File: src/shared/lbfs_consts.svh
`ifndef LBFS_CONSTS_SVH
`define LBFS_CONSTS_SVH
// Clock rate and time to cycle conversion (least times round up)
`define LBFS_CLK_KHZ 40000
`define LBFS_NS2CYC(t) ((((t) * `LBFS_CLK_KHZ) + 999999) / 1000000)
`define LBFS_US2CYC(t) ((((t) * `LBFS_CLK_KHZ) + 999) / 1000)
`define LBFS_MS2CYC(t) ((t) * `LBFS_CLK_KHZ)
`define LBFS_S2CYC(t) ((t) * `LBFS_CLK_KHZ * 1000)
// Minimum fault durations, as printed
`define LBFS_T_PU_SETTLE_US 10
`define LBFS_T_BUS_OV_US 5
`define LBFS_T_UVLO_US 5
`define LBFS_T_INV_OV_MS 625
`define LBFS_T_LAMP_PEAK_US 620
`define LBFS_T_LAMP_DC_MS 2500
`define LBFS_T_CAP_LOAD_US 620
`define LBFS_T_IGN_TMO_MS 237
`define LBFS_T_BOOST_OC_NS 200
`define LBFS_T_IGN_LIM_NS 200
`define LBFS_T_INV_OC_NS 500
`define LBFS_T_START_TMO_MS 80
`define LBFS_T_RESTART_MS 200
`define LBFS_T_LATCH_CLR_S 40
// Register offsets
`define LBFS_ADDR_CTRL 8'h00
`define LBFS_ADDR_STATUS 8'h04
`define LBFS_ADDR_IRQ_STAT 8'h08
`define LBFS_ADDR_IRQ_CLR 8'h0C
`define LBFS_ADDR_IRQ_EN 8'h10
// Field positions and reset values
`define LBFS_CTRL_EN_BIT 0
`define LBFS_CTRL_RESET 1'h1
`define LBFS_IRQ_W 6
`define LBFS_IRQ_EN_RESET 6'h00
`endif

File: src/shared/lbfs_pkg.sv
package lbfs_pkg;
	typedef enum logic [2:0] {
		PH_OFF = 3'h0, PH_PWRUP = 3'h1, PH_STARTUP = 3'h2, PH_SOFTSTART = 3'h3,
		PH_PREHEAT = 3'h4, PH_IGNITION = 3'h5, PH_PRERUN = 3'h6, PH_RUN = 3'h7
	} lbfs_phase_t;
	typedef enum logic [2:0] {
		CL_NONE = 3'h0, CL_START = 3'h1, CL_NOFAULT = 3'h2, CL_AUTO = 3'h3,
		CL_UNDERV = 3'h4, CL_FAULT = 3'h5
	} lbfs_class_t;
	typedef enum logic [5:0] {
		ST_ACTIVE = 6'h01, ST_HOLD = 6'h02, ST_WAITBUS = 6'h04,
		ST_DELAY = 6'h08, ST_LOCK = 6'h10, ST_UV = 6'h20
	} lbfs_state_t;
endpackage

File: src/hdl/lbfs_supervisor.sv
// The plain strobed port and the register offsets are this design's own decisions.
`timescale 1ns/1ps
`include "lbfs_consts.svh"
// What this block does
// (RULE_01) Power-up: bus above 105% for 5us after 10us holds gates off until Vcc cycles.
// (RULE_02) Active phases: bus above 109% for 5us stops boost until below 105%.
// (RULE_03) Run: bus above 109% for 625ms powers down, restarts below 105%.
// (RULE_04) Run: lamp peak above threshold for 620us gives latched fault.
// (RULE_05) Run: lamp DC level beyond threshold for 2500ms gives latched fault.
// (RULE_06) Run: capacitive load for 620us gives latched fault.
// (RULE_07) Ignition: run frequency missing after 237ms gives latched fault.
// (RULE_08) Active phases: boost current flag for 200ns ends boost on-time, no fault.
// (RULE_09) Inverter over 0.8V: ignition control after 200ns; preheat/run fault after 500ns.
// (RULE_10) Startup, softstart, ignition, pre-run: inverter over 1.6V for 500ns is fault.
// (RULE_11) Pre-run/run: surge for 500ns powers down, restarts when bus below 109%; in run the 0.8V fault of RULE_09 qualifies no later and latches instead.
// (RULE_12) Latched fault waits 200ms then gives exactly one restart.
// (RULE_13) Failure latch clears on undervoltage lockout or 40s of run.
// (RULE_14) Each condition is classed start-up, no-fault, auto, undervoltage or fault.
// (RULE_15) Startup: bus under 95% after 80ms powers down, waits 200ms, restarts.
// (RULE_16) After power-up, undervoltage for 5us powers down and clears the latch.
// (RULE_17) Flags arrive synchronous; durations are counted in clock cycles.
module lbfs_supervisor #(
	parameter int unsigned CYC_INV_OV    = `LBFS_MS2CYC(`LBFS_T_INV_OV_MS),
	parameter int unsigned CYC_LAMP_PEAK = `LBFS_US2CYC(`LBFS_T_LAMP_PEAK_US),
	parameter int unsigned CYC_LAMP_DC   = `LBFS_MS2CYC(`LBFS_T_LAMP_DC_MS),
	parameter int unsigned CYC_CAP_LOAD  = `LBFS_US2CYC(`LBFS_T_CAP_LOAD_US),
	parameter int unsigned CYC_IGN_TMO   = `LBFS_MS2CYC(`LBFS_T_IGN_TMO_MS),
	parameter int unsigned CYC_START_TMO = `LBFS_MS2CYC(`LBFS_T_START_TMO_MS),
	parameter int unsigned CYC_RESTART   = `LBFS_MS2CYC(`LBFS_T_RESTART_MS),
	parameter int unsigned CYC_LATCH_CLR = `LBFS_S2CYC(`LBFS_T_LATCH_CLR_S)
) (
	input  wire logic                 clk,
	input  wire logic                 rst_n,
	input  wire logic                 ce,
	input  wire lbfs_pkg::lbfs_phase_t phase,
	input  wire logic                 bus_above_95,
	input  wire logic                 bus_above_105,
	input  wire logic                 bus_above_109,
	input  wire logic                 lamp_wearout_peak_fault,
	input  wire logic                 lamp_wearout_rectify_fault,
	input  wire logic                 cap_load_flag,
	input  wire logic                 run_freq_reached,
	input  wire logic                 boost_current_sense,
	input  wire logic                 inverter_current_sense_08,
	input  wire logic                 inverter_current_sense_16,
	input  wire logic                 uvlo_flag,
	input  wire logic [7:0]           addr,
	input  wire logic [31:0]          wdata,
	input  wire logic                 wr_en,
	input  wire logic                 rd_en,
	output logic [31:0]               rdata,
	output logic                      irq,
	output logic                      power_down,
	output logic                      boost_stop,
	output logic                      boost_ontime_end,
	output logic                      ign_ctrl,
	output logic                      restart,
	output logic                      fail_latch,
	output lbfs_pkg::lbfs_class_t     fault_class
);
	localparam int NF = 16;
	localparam int F_OV105 = 0, F_OV109 = 1, F_OV625 = 2, F_LPK = 3, F_LDC = 4, F_CAP = 5;
	localparam int F_IGNT = 6, F_BCS = 7, F_IGNL = 8, F_INV08 = 9, F_INV16 = 10;
	localparam int F_SURGE = 11, F_STO = 12, F_UV = 13, F_RUN40 = 14, F_PU10 = 15;
	localparam int unsigned LIM [NF] = '{
		`LBFS_US2CYC(`LBFS_T_BUS_OV_US), `LBFS_US2CYC(`LBFS_T_BUS_OV_US), CYC_INV_OV,
		CYC_LAMP_PEAK, CYC_LAMP_DC, CYC_CAP_LOAD, CYC_IGN_TMO,
		`LBFS_NS2CYC(`LBFS_T_BOOST_OC_NS), `LBFS_NS2CYC(`LBFS_T_IGN_LIM_NS),
		`LBFS_NS2CYC(`LBFS_T_INV_OC_NS), `LBFS_NS2CYC(`LBFS_T_INV_OC_NS),
		`LBFS_NS2CYC(`LBFS_T_INV_OC_NS), CYC_START_TMO, `LBFS_US2CYC(`LBFS_T_UVLO_US),
		CYC_LATCH_CLR, `LBFS_US2CYC(`LBFS_T_PU_SETTLE_US)};

	lbfs_pkg::lbfs_state_t st_r, st_nxt;
	logic [NF-1:0]          cond, qual;
	logic [31:0]            cnt_r [NF];
	logic [31:0]            dly_cnt_r;
	logic                   en_r, wait109_r, restart_r, pd_r, bstop_r, bend_r, ign_r, latch_r;
	logic                   guard, act_ph, pre_or_run, f_ev, a_ev, uv_ev, lock_ev;
	logic [`LBFS_IRQ_W-1:0] ev, stat_r, irq_en_r;
	logic [31:0]            rdata_r;
	lbfs_pkg::lbfs_class_t  class_r;

	assign guard = (st_r == lbfs_pkg::ST_ACTIVE) && en_r;
	assign act_ph = (phase != lbfs_pkg::PH_OFF) && (phase != lbfs_pkg::PH_PWRUP);
	assign pre_or_run = (phase == lbfs_pkg::PH_PRERUN) || (phase == lbfs_pkg::PH_RUN);

	// Qualification per monitored condition and phase
	always_comb begin
		cond[F_PU10]  = phase == lbfs_pkg::PH_PWRUP;
		cond[F_OV105] = guard && cond[F_PU10] && (cnt_r[F_PU10] == LIM[F_PU10])
			&& bus_above_105; // RULE_01
		cond[F_OV109] = guard && act_ph && bus_above_109; // RULE_02
		cond[F_OV625] = guard && phase == lbfs_pkg::PH_RUN && bus_above_109; // RULE_03
		cond[F_LPK]   = guard && phase == lbfs_pkg::PH_RUN && lamp_wearout_peak_fault; // RULE_04
		cond[F_LDC]   = guard && phase == lbfs_pkg::PH_RUN && lamp_wearout_rectify_fault; // RULE_05
		cond[F_CAP]   = guard && phase == lbfs_pkg::PH_RUN && cap_load_flag; // RULE_06
		cond[F_IGNT]  = guard && phase == lbfs_pkg::PH_IGNITION && !run_freq_reached; // RULE_07
		cond[F_BCS]   = guard && act_ph && boost_current_sense; // RULE_08
		cond[F_IGNL]  = guard && phase == lbfs_pkg::PH_IGNITION
			&& inverter_current_sense_08; // RULE_09
		cond[F_INV08] = guard && (phase == lbfs_pkg::PH_PREHEAT || phase == lbfs_pkg::PH_RUN)
			&& inverter_current_sense_08; // RULE_09
		cond[F_INV16] = guard && act_ph && phase != lbfs_pkg::PH_PREHEAT
			&& phase != lbfs_pkg::PH_RUN && inverter_current_sense_16; // RULE_10
		cond[F_SURGE] = guard && pre_or_run && inverter_current_sense_08
			&& bus_above_109; // RULE_11
		cond[F_STO]   = guard && phase == lbfs_pkg::PH_STARTUP && !bus_above_95; // RULE_15
		cond[F_UV]    = phase != lbfs_pkg::PH_OFF && uvlo_flag; // RULE_16
		cond[F_RUN40] = guard && phase == lbfs_pkg::PH_RUN; // RULE_13
	end

	// Duration counters: a flag must stay asserted for the full count
	for (genvar i = 0; i < NF; i++) begin : g_filt
		always_ff @(posedge clk or negedge rst_n) begin
			if (!rst_n) begin
				cnt_r[i] <= 32'h0;
			end else if (ce) begin
				if (!cond[i]) begin
					cnt_r[i] <= 32'h0;
				end else if (cnt_r[i] != LIM[i]) begin
					cnt_r[i] <= cnt_r[i] + 32'h1; // RULE_17
				end
			end
		end
		assign qual[i] = ce && cond[i] && (cnt_r[i] == LIM[i]);
	end

	assign f_ev = qual[F_LPK] | qual[F_LDC] | qual[F_CAP] | qual[F_IGNT]
		| qual[F_INV08] | qual[F_INV16];
	assign a_ev = qual[F_OV625] | qual[F_SURGE] | qual[F_STO];
	assign uv_ev = qual[F_UV];
	assign lock_ev = guard && !uv_ev && f_ev && latch_r;

	// Power-down sequencing
	always_comb begin
		st_nxt = st_r;
		unique case (st_r)
			lbfs_pkg::ST_ACTIVE: begin
				if (f_ev) begin
					st_nxt = latch_r ? lbfs_pkg::ST_LOCK : lbfs_pkg::ST_DELAY; // RULE_12
				end else if (qual[F_STO]) begin
					st_nxt = lbfs_pkg::ST_DELAY; // RULE_15
				end else if (qual[F_SURGE] || qual[F_OV625]) begin
					st_nxt = lbfs_pkg::ST_WAITBUS; // RULE_03 RULE_11
				end else if (qual[F_OV105]) begin
					st_nxt = lbfs_pkg::ST_HOLD; // RULE_01
				end
			end
			lbfs_pkg::ST_HOLD: begin
				if (uvlo_flag) begin
					st_nxt = lbfs_pkg::ST_UV; // RULE_01
				end
			end
			lbfs_pkg::ST_WAITBUS: begin
				if (wait109_r ? !bus_above_109 : !bus_above_105) begin
					st_nxt = lbfs_pkg::ST_ACTIVE;
				end
			end
			lbfs_pkg::ST_DELAY: begin
				if (dly_cnt_r == CYC_RESTART - 1) begin
					st_nxt = lbfs_pkg::ST_ACTIVE; // RULE_12
				end
			end
			lbfs_pkg::ST_LOCK: begin
				if (!latch_r) begin
					st_nxt = lbfs_pkg::ST_ACTIVE;
				end
			end
			lbfs_pkg::ST_UV: begin
				if (!uvlo_flag) begin
					st_nxt = lbfs_pkg::ST_ACTIVE;
				end
			end
		endcase
		if (uv_ev) begin
			st_nxt = lbfs_pkg::ST_UV; // RULE_16
		end
	end

	always_ff @(posedge clk or negedge rst_n) begin
		if (!rst_n) begin
			st_r <= lbfs_pkg::ST_ACTIVE;
			pd_r <= 1'b0;
			restart_r <= 1'b0;
		end else if (ce) begin
			st_r <= st_nxt;
			pd_r <= st_nxt != lbfs_pkg::ST_ACTIVE;
			restart_r <= st_r != lbfs_pkg::ST_ACTIVE && st_nxt == lbfs_pkg::ST_ACTIVE;
		end
	end

	always_ff @(posedge clk or negedge rst_n) begin
		if (!rst_n) begin
			dly_cnt_r <= 32'h0;
		end else if (ce) begin
			dly_cnt_r <= (st_r == lbfs_pkg::ST_DELAY) ? dly_cnt_r + 32'h1 : 32'h0;
		end
	end

	always_ff @(posedge clk or negedge rst_n) begin
		if (!rst_n) begin
			wait109_r <= 1'b0;
		end else if (ce && st_r == lbfs_pkg::ST_ACTIVE) begin
			wait109_r <= qual[F_SURGE]; // RULE_11
		end
	end

	// Failure latch: a new fault wins over the 40s run clear in the same cycle; undervoltage wins over a fault
	always_ff @(posedge clk or negedge rst_n) begin
		if (!rst_n) begin
			latch_r <= 1'b0;
		end else if (ce) begin
			if (guard && f_ev && !uv_ev) begin
				latch_r <= 1'b1;
			end else if (uv_ev || qual[F_RUN40]) begin
				latch_r <= 1'b0; // RULE_13
			end
		end
	end

	// No-fault regulation of the boost stage and ignition control
	always_ff @(posedge clk or negedge rst_n) begin
		if (!rst_n) begin
			bstop_r <= 1'b0;
			bend_r <= 1'b0;
			ign_r <= 1'b0;
		end else if (ce) begin
			if (qual[F_OV109]) begin
				bstop_r <= 1'b1; // RULE_02
			end else if (!bus_above_105 || !act_ph || !guard) begin
				bstop_r <= 1'b0;
			end
			bend_r <= qual[F_BCS]; // RULE_08
			ign_r <= qual[F_IGNL]; // RULE_09
		end
	end

	always_ff @(posedge clk or negedge rst_n) begin
		if (!rst_n) begin
			class_r <= lbfs_pkg::CL_NONE;
		end else if (ce) begin
			if (uv_ev || qual[F_OV105]) begin
				class_r <= lbfs_pkg::CL_START; // RULE_14
			end else if (f_ev) begin
				class_r <= lbfs_pkg::CL_FAULT;
			end else if (qual[F_SURGE] || qual[F_STO]) begin
				class_r <= lbfs_pkg::CL_AUTO;
			end else if (qual[F_OV625]) begin
				class_r <= lbfs_pkg::CL_UNDERV;
			end else if (qual[F_OV109] || qual[F_BCS] || qual[F_IGNL]) begin
				class_r <= lbfs_pkg::CL_NOFAULT;
			end
		end
	end

	// Sticky events; set wins over a clear in the same cycle
	assign ev = {lock_ev, f_ev, uv_ev, a_ev, qual[F_OV109], qual[F_OV105]};

	always_ff @(posedge clk or negedge rst_n) begin
		if (!rst_n) begin
			stat_r <= '0;
		end else if (ce) begin
			stat_r <= (wr_en && addr == `LBFS_ADDR_IRQ_CLR)
				? ((stat_r & ~wdata[`LBFS_IRQ_W-1:0]) | ev) : (stat_r | ev);
		end
	end

	always_ff @(posedge clk or negedge rst_n) begin
		if (!rst_n) begin
			en_r <= `LBFS_CTRL_RESET;
			irq_en_r <= `LBFS_IRQ_EN_RESET;
		end else if (ce && wr_en) begin
			if (addr == `LBFS_ADDR_CTRL) begin
				en_r <= wdata[`LBFS_CTRL_EN_BIT];
			end
			if (addr == `LBFS_ADDR_IRQ_EN) begin
				irq_en_r <= wdata[`LBFS_IRQ_W-1:0];
			end
		end
	end

	always_ff @(posedge clk or negedge rst_n) begin
		if (!rst_n) begin
			rdata_r <= 32'h0;
		end else if (ce) begin
			rdata_r <= 32'h0;
			if (rd_en) begin
				unique case (addr)
					`LBFS_ADDR_CTRL:     rdata_r <= {31'h0, en_r};
					`LBFS_ADDR_STATUS:   rdata_r <= {21'h0, class_r, bstop_r, latch_r, st_r};
					`LBFS_ADDR_IRQ_STAT: rdata_r <= {26'h0, stat_r};
					`LBFS_ADDR_IRQ_EN:   rdata_r <= {26'h0, irq_en_r};
					default:             rdata_r <= 32'h0;
				endcase
			end
		end
	end

	assign rdata = rdata_r;
	assign irq = |(stat_r & irq_en_r);
	assign power_down = pd_r;
	assign boost_stop = bstop_r;
	assign boost_ontime_end = bend_r;
	assign ign_ctrl = ign_r;
	assign restart = restart_r;
	assign fail_latch = latch_r;
	assign fault_class = class_r;
endmodule

File: config.mk
export PLATFORM = sky130hd
export DESIGN_NAME = lbfs_supervisor
export DESIGN_NICKNAME = d
export VERILOG_FILES = /design/src/shared/lbfs_pkg.sv /design/src/hdl/lbfs_supervisor.sv
export VERILOG_INCLUDE_DIRS = /design/src /design/src/shared
export SDC_FILE = /design/constraint.sdc
export NUM_CORES = 1
export LEC_CHECK = 0
export ABC_AREA = 1
export BUFFER_PORTS_ARGS = -buffer_cell sky130_fd_sc_hd__buf_4
export CAP_MARGIN = 10
export CORE_MARGIN = 3
export CORE_UTILIZATION = 36
export CTS_CLUSTER_SIZE = 16
export DETAILED_ROUTE_END_ITERATION = 8
export HOLD_SLACK_MARGIN = 0.06
export PLACE_DENSITY = 0.57
export SKIP_LAST_GASP = 1
export SLEW_MARGIN = 25
export SYNTH_ARGS = -nofsm -noshare
export SYNTH_HDL_FRONTEND = slang
export SYNTH_SLANG_ARGS = --single-unit
File: constraint.sdc
create_clock -name clk -period 3 [get_ports clk]
set_input_delay 0.45 -clock clk [delete_from_list [all_inputs] [get_ports clk]]
set_output_delay 0.45 -clock clk [all_outputs]
set_load 0.1 [all_outputs]
==> run_results.csv <==
group,metric,value,unit
die,num_rows,116,
logic_synthesis,ys_async_sr_fraction,1.00,
timing,worst_slew_pin_slew,0.779,ns
logic_synthesis,synth_area_leaders,"dfrtp_1 40%, nand2_1 10%, inv_1 6.6%",
setup_path,cp_slowest_stage_delay,0.60,ns
global_routing,track_usage,0.189,
logic_synthesis,synth_xor_area_frac,0.0429,
hold_path,hp-class,"in -> reg",
cts,numCtsBuffers,75,
power_and_ir_drop,fin_total_pwr,18700,µW
global_routing,grt_pass1_vias,32500,
timing,setup-violations-final,0,
timing,clock.fmax,370,MHz
timing,drv_slew,0,
cells_and_area,final_common_cell,"nand2_1",
routing,wirelength,101,mm
flow_run,maxCapViolCount,0,
logic_synthesis,synthSimpleGateAreaFrac,0.347,
logic_synthesis,synthMuxAreaShare,0,
global_routing,antenna_found_initial,11,
logic_synthesis,synth.ff_latch_count,584,
placed_design,dp_cells,6416,
power_and_ir_drop,power_density,452,mW/mm²
routing,viasPerCell,5.16,
logic_synthesis,synth_compound_area_frac,0.114,
cells_and_area,instances_no_fill,6554,
cts,post-cts-setup-buffer-count,0,
setup_path,crit_arrival,3.26,ns
setup_path,worst-path-buf-inv,4,
routing,drtIter0Drc,2491,
logic_synthesis,ys_seq_area_frac,0.398,
cts,clock_latency,0.63,ns
setup_path,crit_fanout,16,
setup_path,critical_path.startpoint_type,"flop",
logic_synthesis,yosys.area.top_type_share,0.397,
logic_synthesis,synth-edff-count,0,
logic_synthesis,synthCells,5049,
cts,cts.sinks,584,
cts,cts_tree,"built",
routing,dr.pass1.iters,6,
logic_synthesis,synth_area,0.0367,mm²
setup_path,crit_chain,"inv_2 > nor2_4 > nand3_2 > nor2_4 > buf_4 > nand3_2 > inv_4 > nand2_1 > nand2_2 > inv_2 > nand3b_2 > nor2_1 > nand2_2 > nor2_1 > nand2_1 > nand2_1 > nor2_1",
placed_design,place.gp.congestion,0.897,
logic_synthesis,syn_avg_cell_area,7.27,µm²
setup_path,cp_top_family,"simple AND/OR/NAND/NOR gates",
timing,tns,0,ns
die,start_util,0.365,
setup_path,end_kind,"flop",
timing,fin_crit_sh,0.901,
routing,wl_per_cell,15.5,µm
die,core_area,0.101,mm²
timing,rsz0062_at_grt,"false",
cts,clk_pin_slew_worst_paths,0.06,ns
cts,root_buffer,"clkbuf_16",
timing,hold_viol_final,0,
timing,max_slew_margin,0.476,
logic_synthesis,synth_flop_cell,"dfrtp_1",
logic_synthesis,synthDistinctLibCells,62,
cts,clock_path_buffers,3,
logic_synthesis,synth_fa_ha_area_frac,0.0112,
global_routing,grt_max_degree,86,
routing,drc,0,
timing,min_period,2.70,ns
die,boundaryPins,101,
logic_synthesis,synth_top_family_by_area,"simple AND/OR/NAND/NOR gates",
outcome,status,"finished, final reports clean",
cells_and_area,fill_cells,10400,
setup_path,cp_data_required_time,3.56,ns
logic_synthesis,synth_largest_area_cell,"dfrtp_1",
routing,vias,33800,
routing,postRouteAntennaNets,0,
power_and_ir_drop,p_leak,0.0164,µW
cells_and_area,nets,5229,
die,die_area,0.106,mm²
cells_and_area,drive_gt1_frac,0.0755,
cells_and_area,final_cell_mix,"1019 x nand2_1, 649 x inv_1, 585 x nor2_1",
placed_design,io_buffer_count,53,
cells_and_area,syn_to_final_growth,12.6,%
global_routing,overflow,0,
placed_design,dp_slack,0.0218,ns
timing,setup_ws,0.297,ns
logic_synthesis,ys_warn_count,0,
cells_and_area,fin_util,0.411,
global_routing,grt_pass1_wl,169,mm
setup_path,critPathKind,"reg -> reg",
die,die_x,325,µm
die,fp.dieH,325,µm
power_and_ir_drop,vdd_drop_max,0.000380,V
timing,fin_skew,0.0273,ns
cts,htree_levels,3,
setup_path,critical_path.slowest_cell,"dfstp_2",
placed_design,post-dp-hpwl,76.5,mm
==> path summary, 6_finish.rpt <==
check / from / to / slack, ns / cells past startpoint
worst max-delay path: st_r[0]$_DFFE_PN1P_ / cnt_r[237]$_DFFE_PN0P_ / 0.30 / 17
worst min-delay path: wdata[5] / irq_en_r[5]$_DFFE_PN0P_ / 0.12 / 3
worst max register to register: st_r[0]$_DFFE_PN1P_ / cnt_r[237]$_DFFE_PN0P_ / 0.30 / 17
worst min register to register: dly_cnt_r[31]$_DFFE_PN0P_ / dly_cnt_r[31]$_DFFE_PN0P_ / 0.47 / 1
max in group asynchronous: rst_n / cnt_r[235]$_DFFE_PN0P_ / 1.75 / 3
min in group asynchronous: rst_n / cnt_r[337]$_DFFE_PN0P_ / 0.37 / 2
==> stage by stage <==
step                hold slack [ns]  instance area [µm²]
global placement              0.426                38800
floorplan                     0.154                36800
global route                  0.108                41300
finish                        0.119                41400
detailed placement            0.429                38800
CTS                          0.0731                41300
==> where the power goes <==
part,switching (µW),internal (µW),total [µW]
registers,81.6,7950,8030
clock network,3640,5540,9180
logic,1120,342,1460
total,4850,13800,18700
==> final cells by class <==
| type | count | area, µm² | area share |
|---|---|---|---|
| Clock inverter | 29 | 410 | 0.00992 |
| Timing Repair Buffer | 111 | 943 | 0.0228 |
| Inverter | 680 | 2550 | 0.0618 |
| Clock buffer | 102 | 2100 | 0.0507 |
| Multi-Input combinational cell | 3685 | 19000 | 0.460 |
| Antenna cell | 6 | 15.0 | 0.000363 |
| Tap cell | 1357 | 1700 | 0.0411 |
| Sequential cell | 584 | 14600 | 0.353 |
==> worst min-delay path: cells and delay by family <==
| family | cells | cell delay (ns) |
|---|---|---|
| AO/OA/AOI/OAI | 1 | 0.08 |
| buffers and inverters | 2 | 0.17 |
==> timing repair <==
item | 4_1_cts | 5_1_grt
resized for setup | 0 | 4
hold endpoints to repair | 39 | 0
endpoints found under the setup margin | 0 | 11
hold buffers | 1 | 0
==> logic make-up after synthesis <==
logic type | count (synthesis)
DFF | 584
AOI/OAI and AO/OA | 720
adders and majority gates | 33
and+or+nand+nor | 2731
buffers and inverters | 800
xor gates and xnor gates | 180
other | 1
==> state kept, by name (all words and copies together) (netlist names) <==
| name | cells |
|---|---|
| irq_en_r | 6 |
| wait109_r | 1 |
| stat_r | 6 |
| st_r | 6 |
| rdata | 11 |
| boost_stop | 1 |
| restart | 1 |
| dly_cnt_r | 32 |
| boost_ontime_end | 1 |
| power_down | 1 |
| ign_ctrl | 1 |
| fail_latch | 1 |
| en_r | 1 |
| fault_class | 3 |
| cnt_r | 512 |
==> synth_stat cells, types with 5 or more instances <==
library cell and instances:
buf_2 41, o22ai_1 9, buf_4 24, nor3_1 360, xnor2_1 39, nand3b_1 5
nor4_1 163, nand4_1 184, a211oi_1 20, nor2_2 25, nand3_1 268, buf_1 9
ha_1 33, o21ai_0 279, nor2_4 16, nand2_4 9, nor3_4 9, nor3b_1 13
nand2_1 1020, nand2_2 20, o21ai_1 13, clkbuf_1 43, nor2_1 587, a31oi_1 24
o211ai_1 5, o21a_1 15, xor2_1 141, o31ai_1 117, nor3_2 13, dfrtp_1 582
nand3_2 19, inv_1 649, inv_2 29, a21oi_1 204, a2bb2oi_1 8
==> metal layers <==
layer	vias up	track usage	wire length [µm]
met1	15900	0.269	48800
met5	-	0	80
met4	10	0.0423	1920
li1	17100	-	-
met2	669	0.300	45100
met3	141	0.0347	5420
Note: power is estimated with default switching activity, not from simulation.
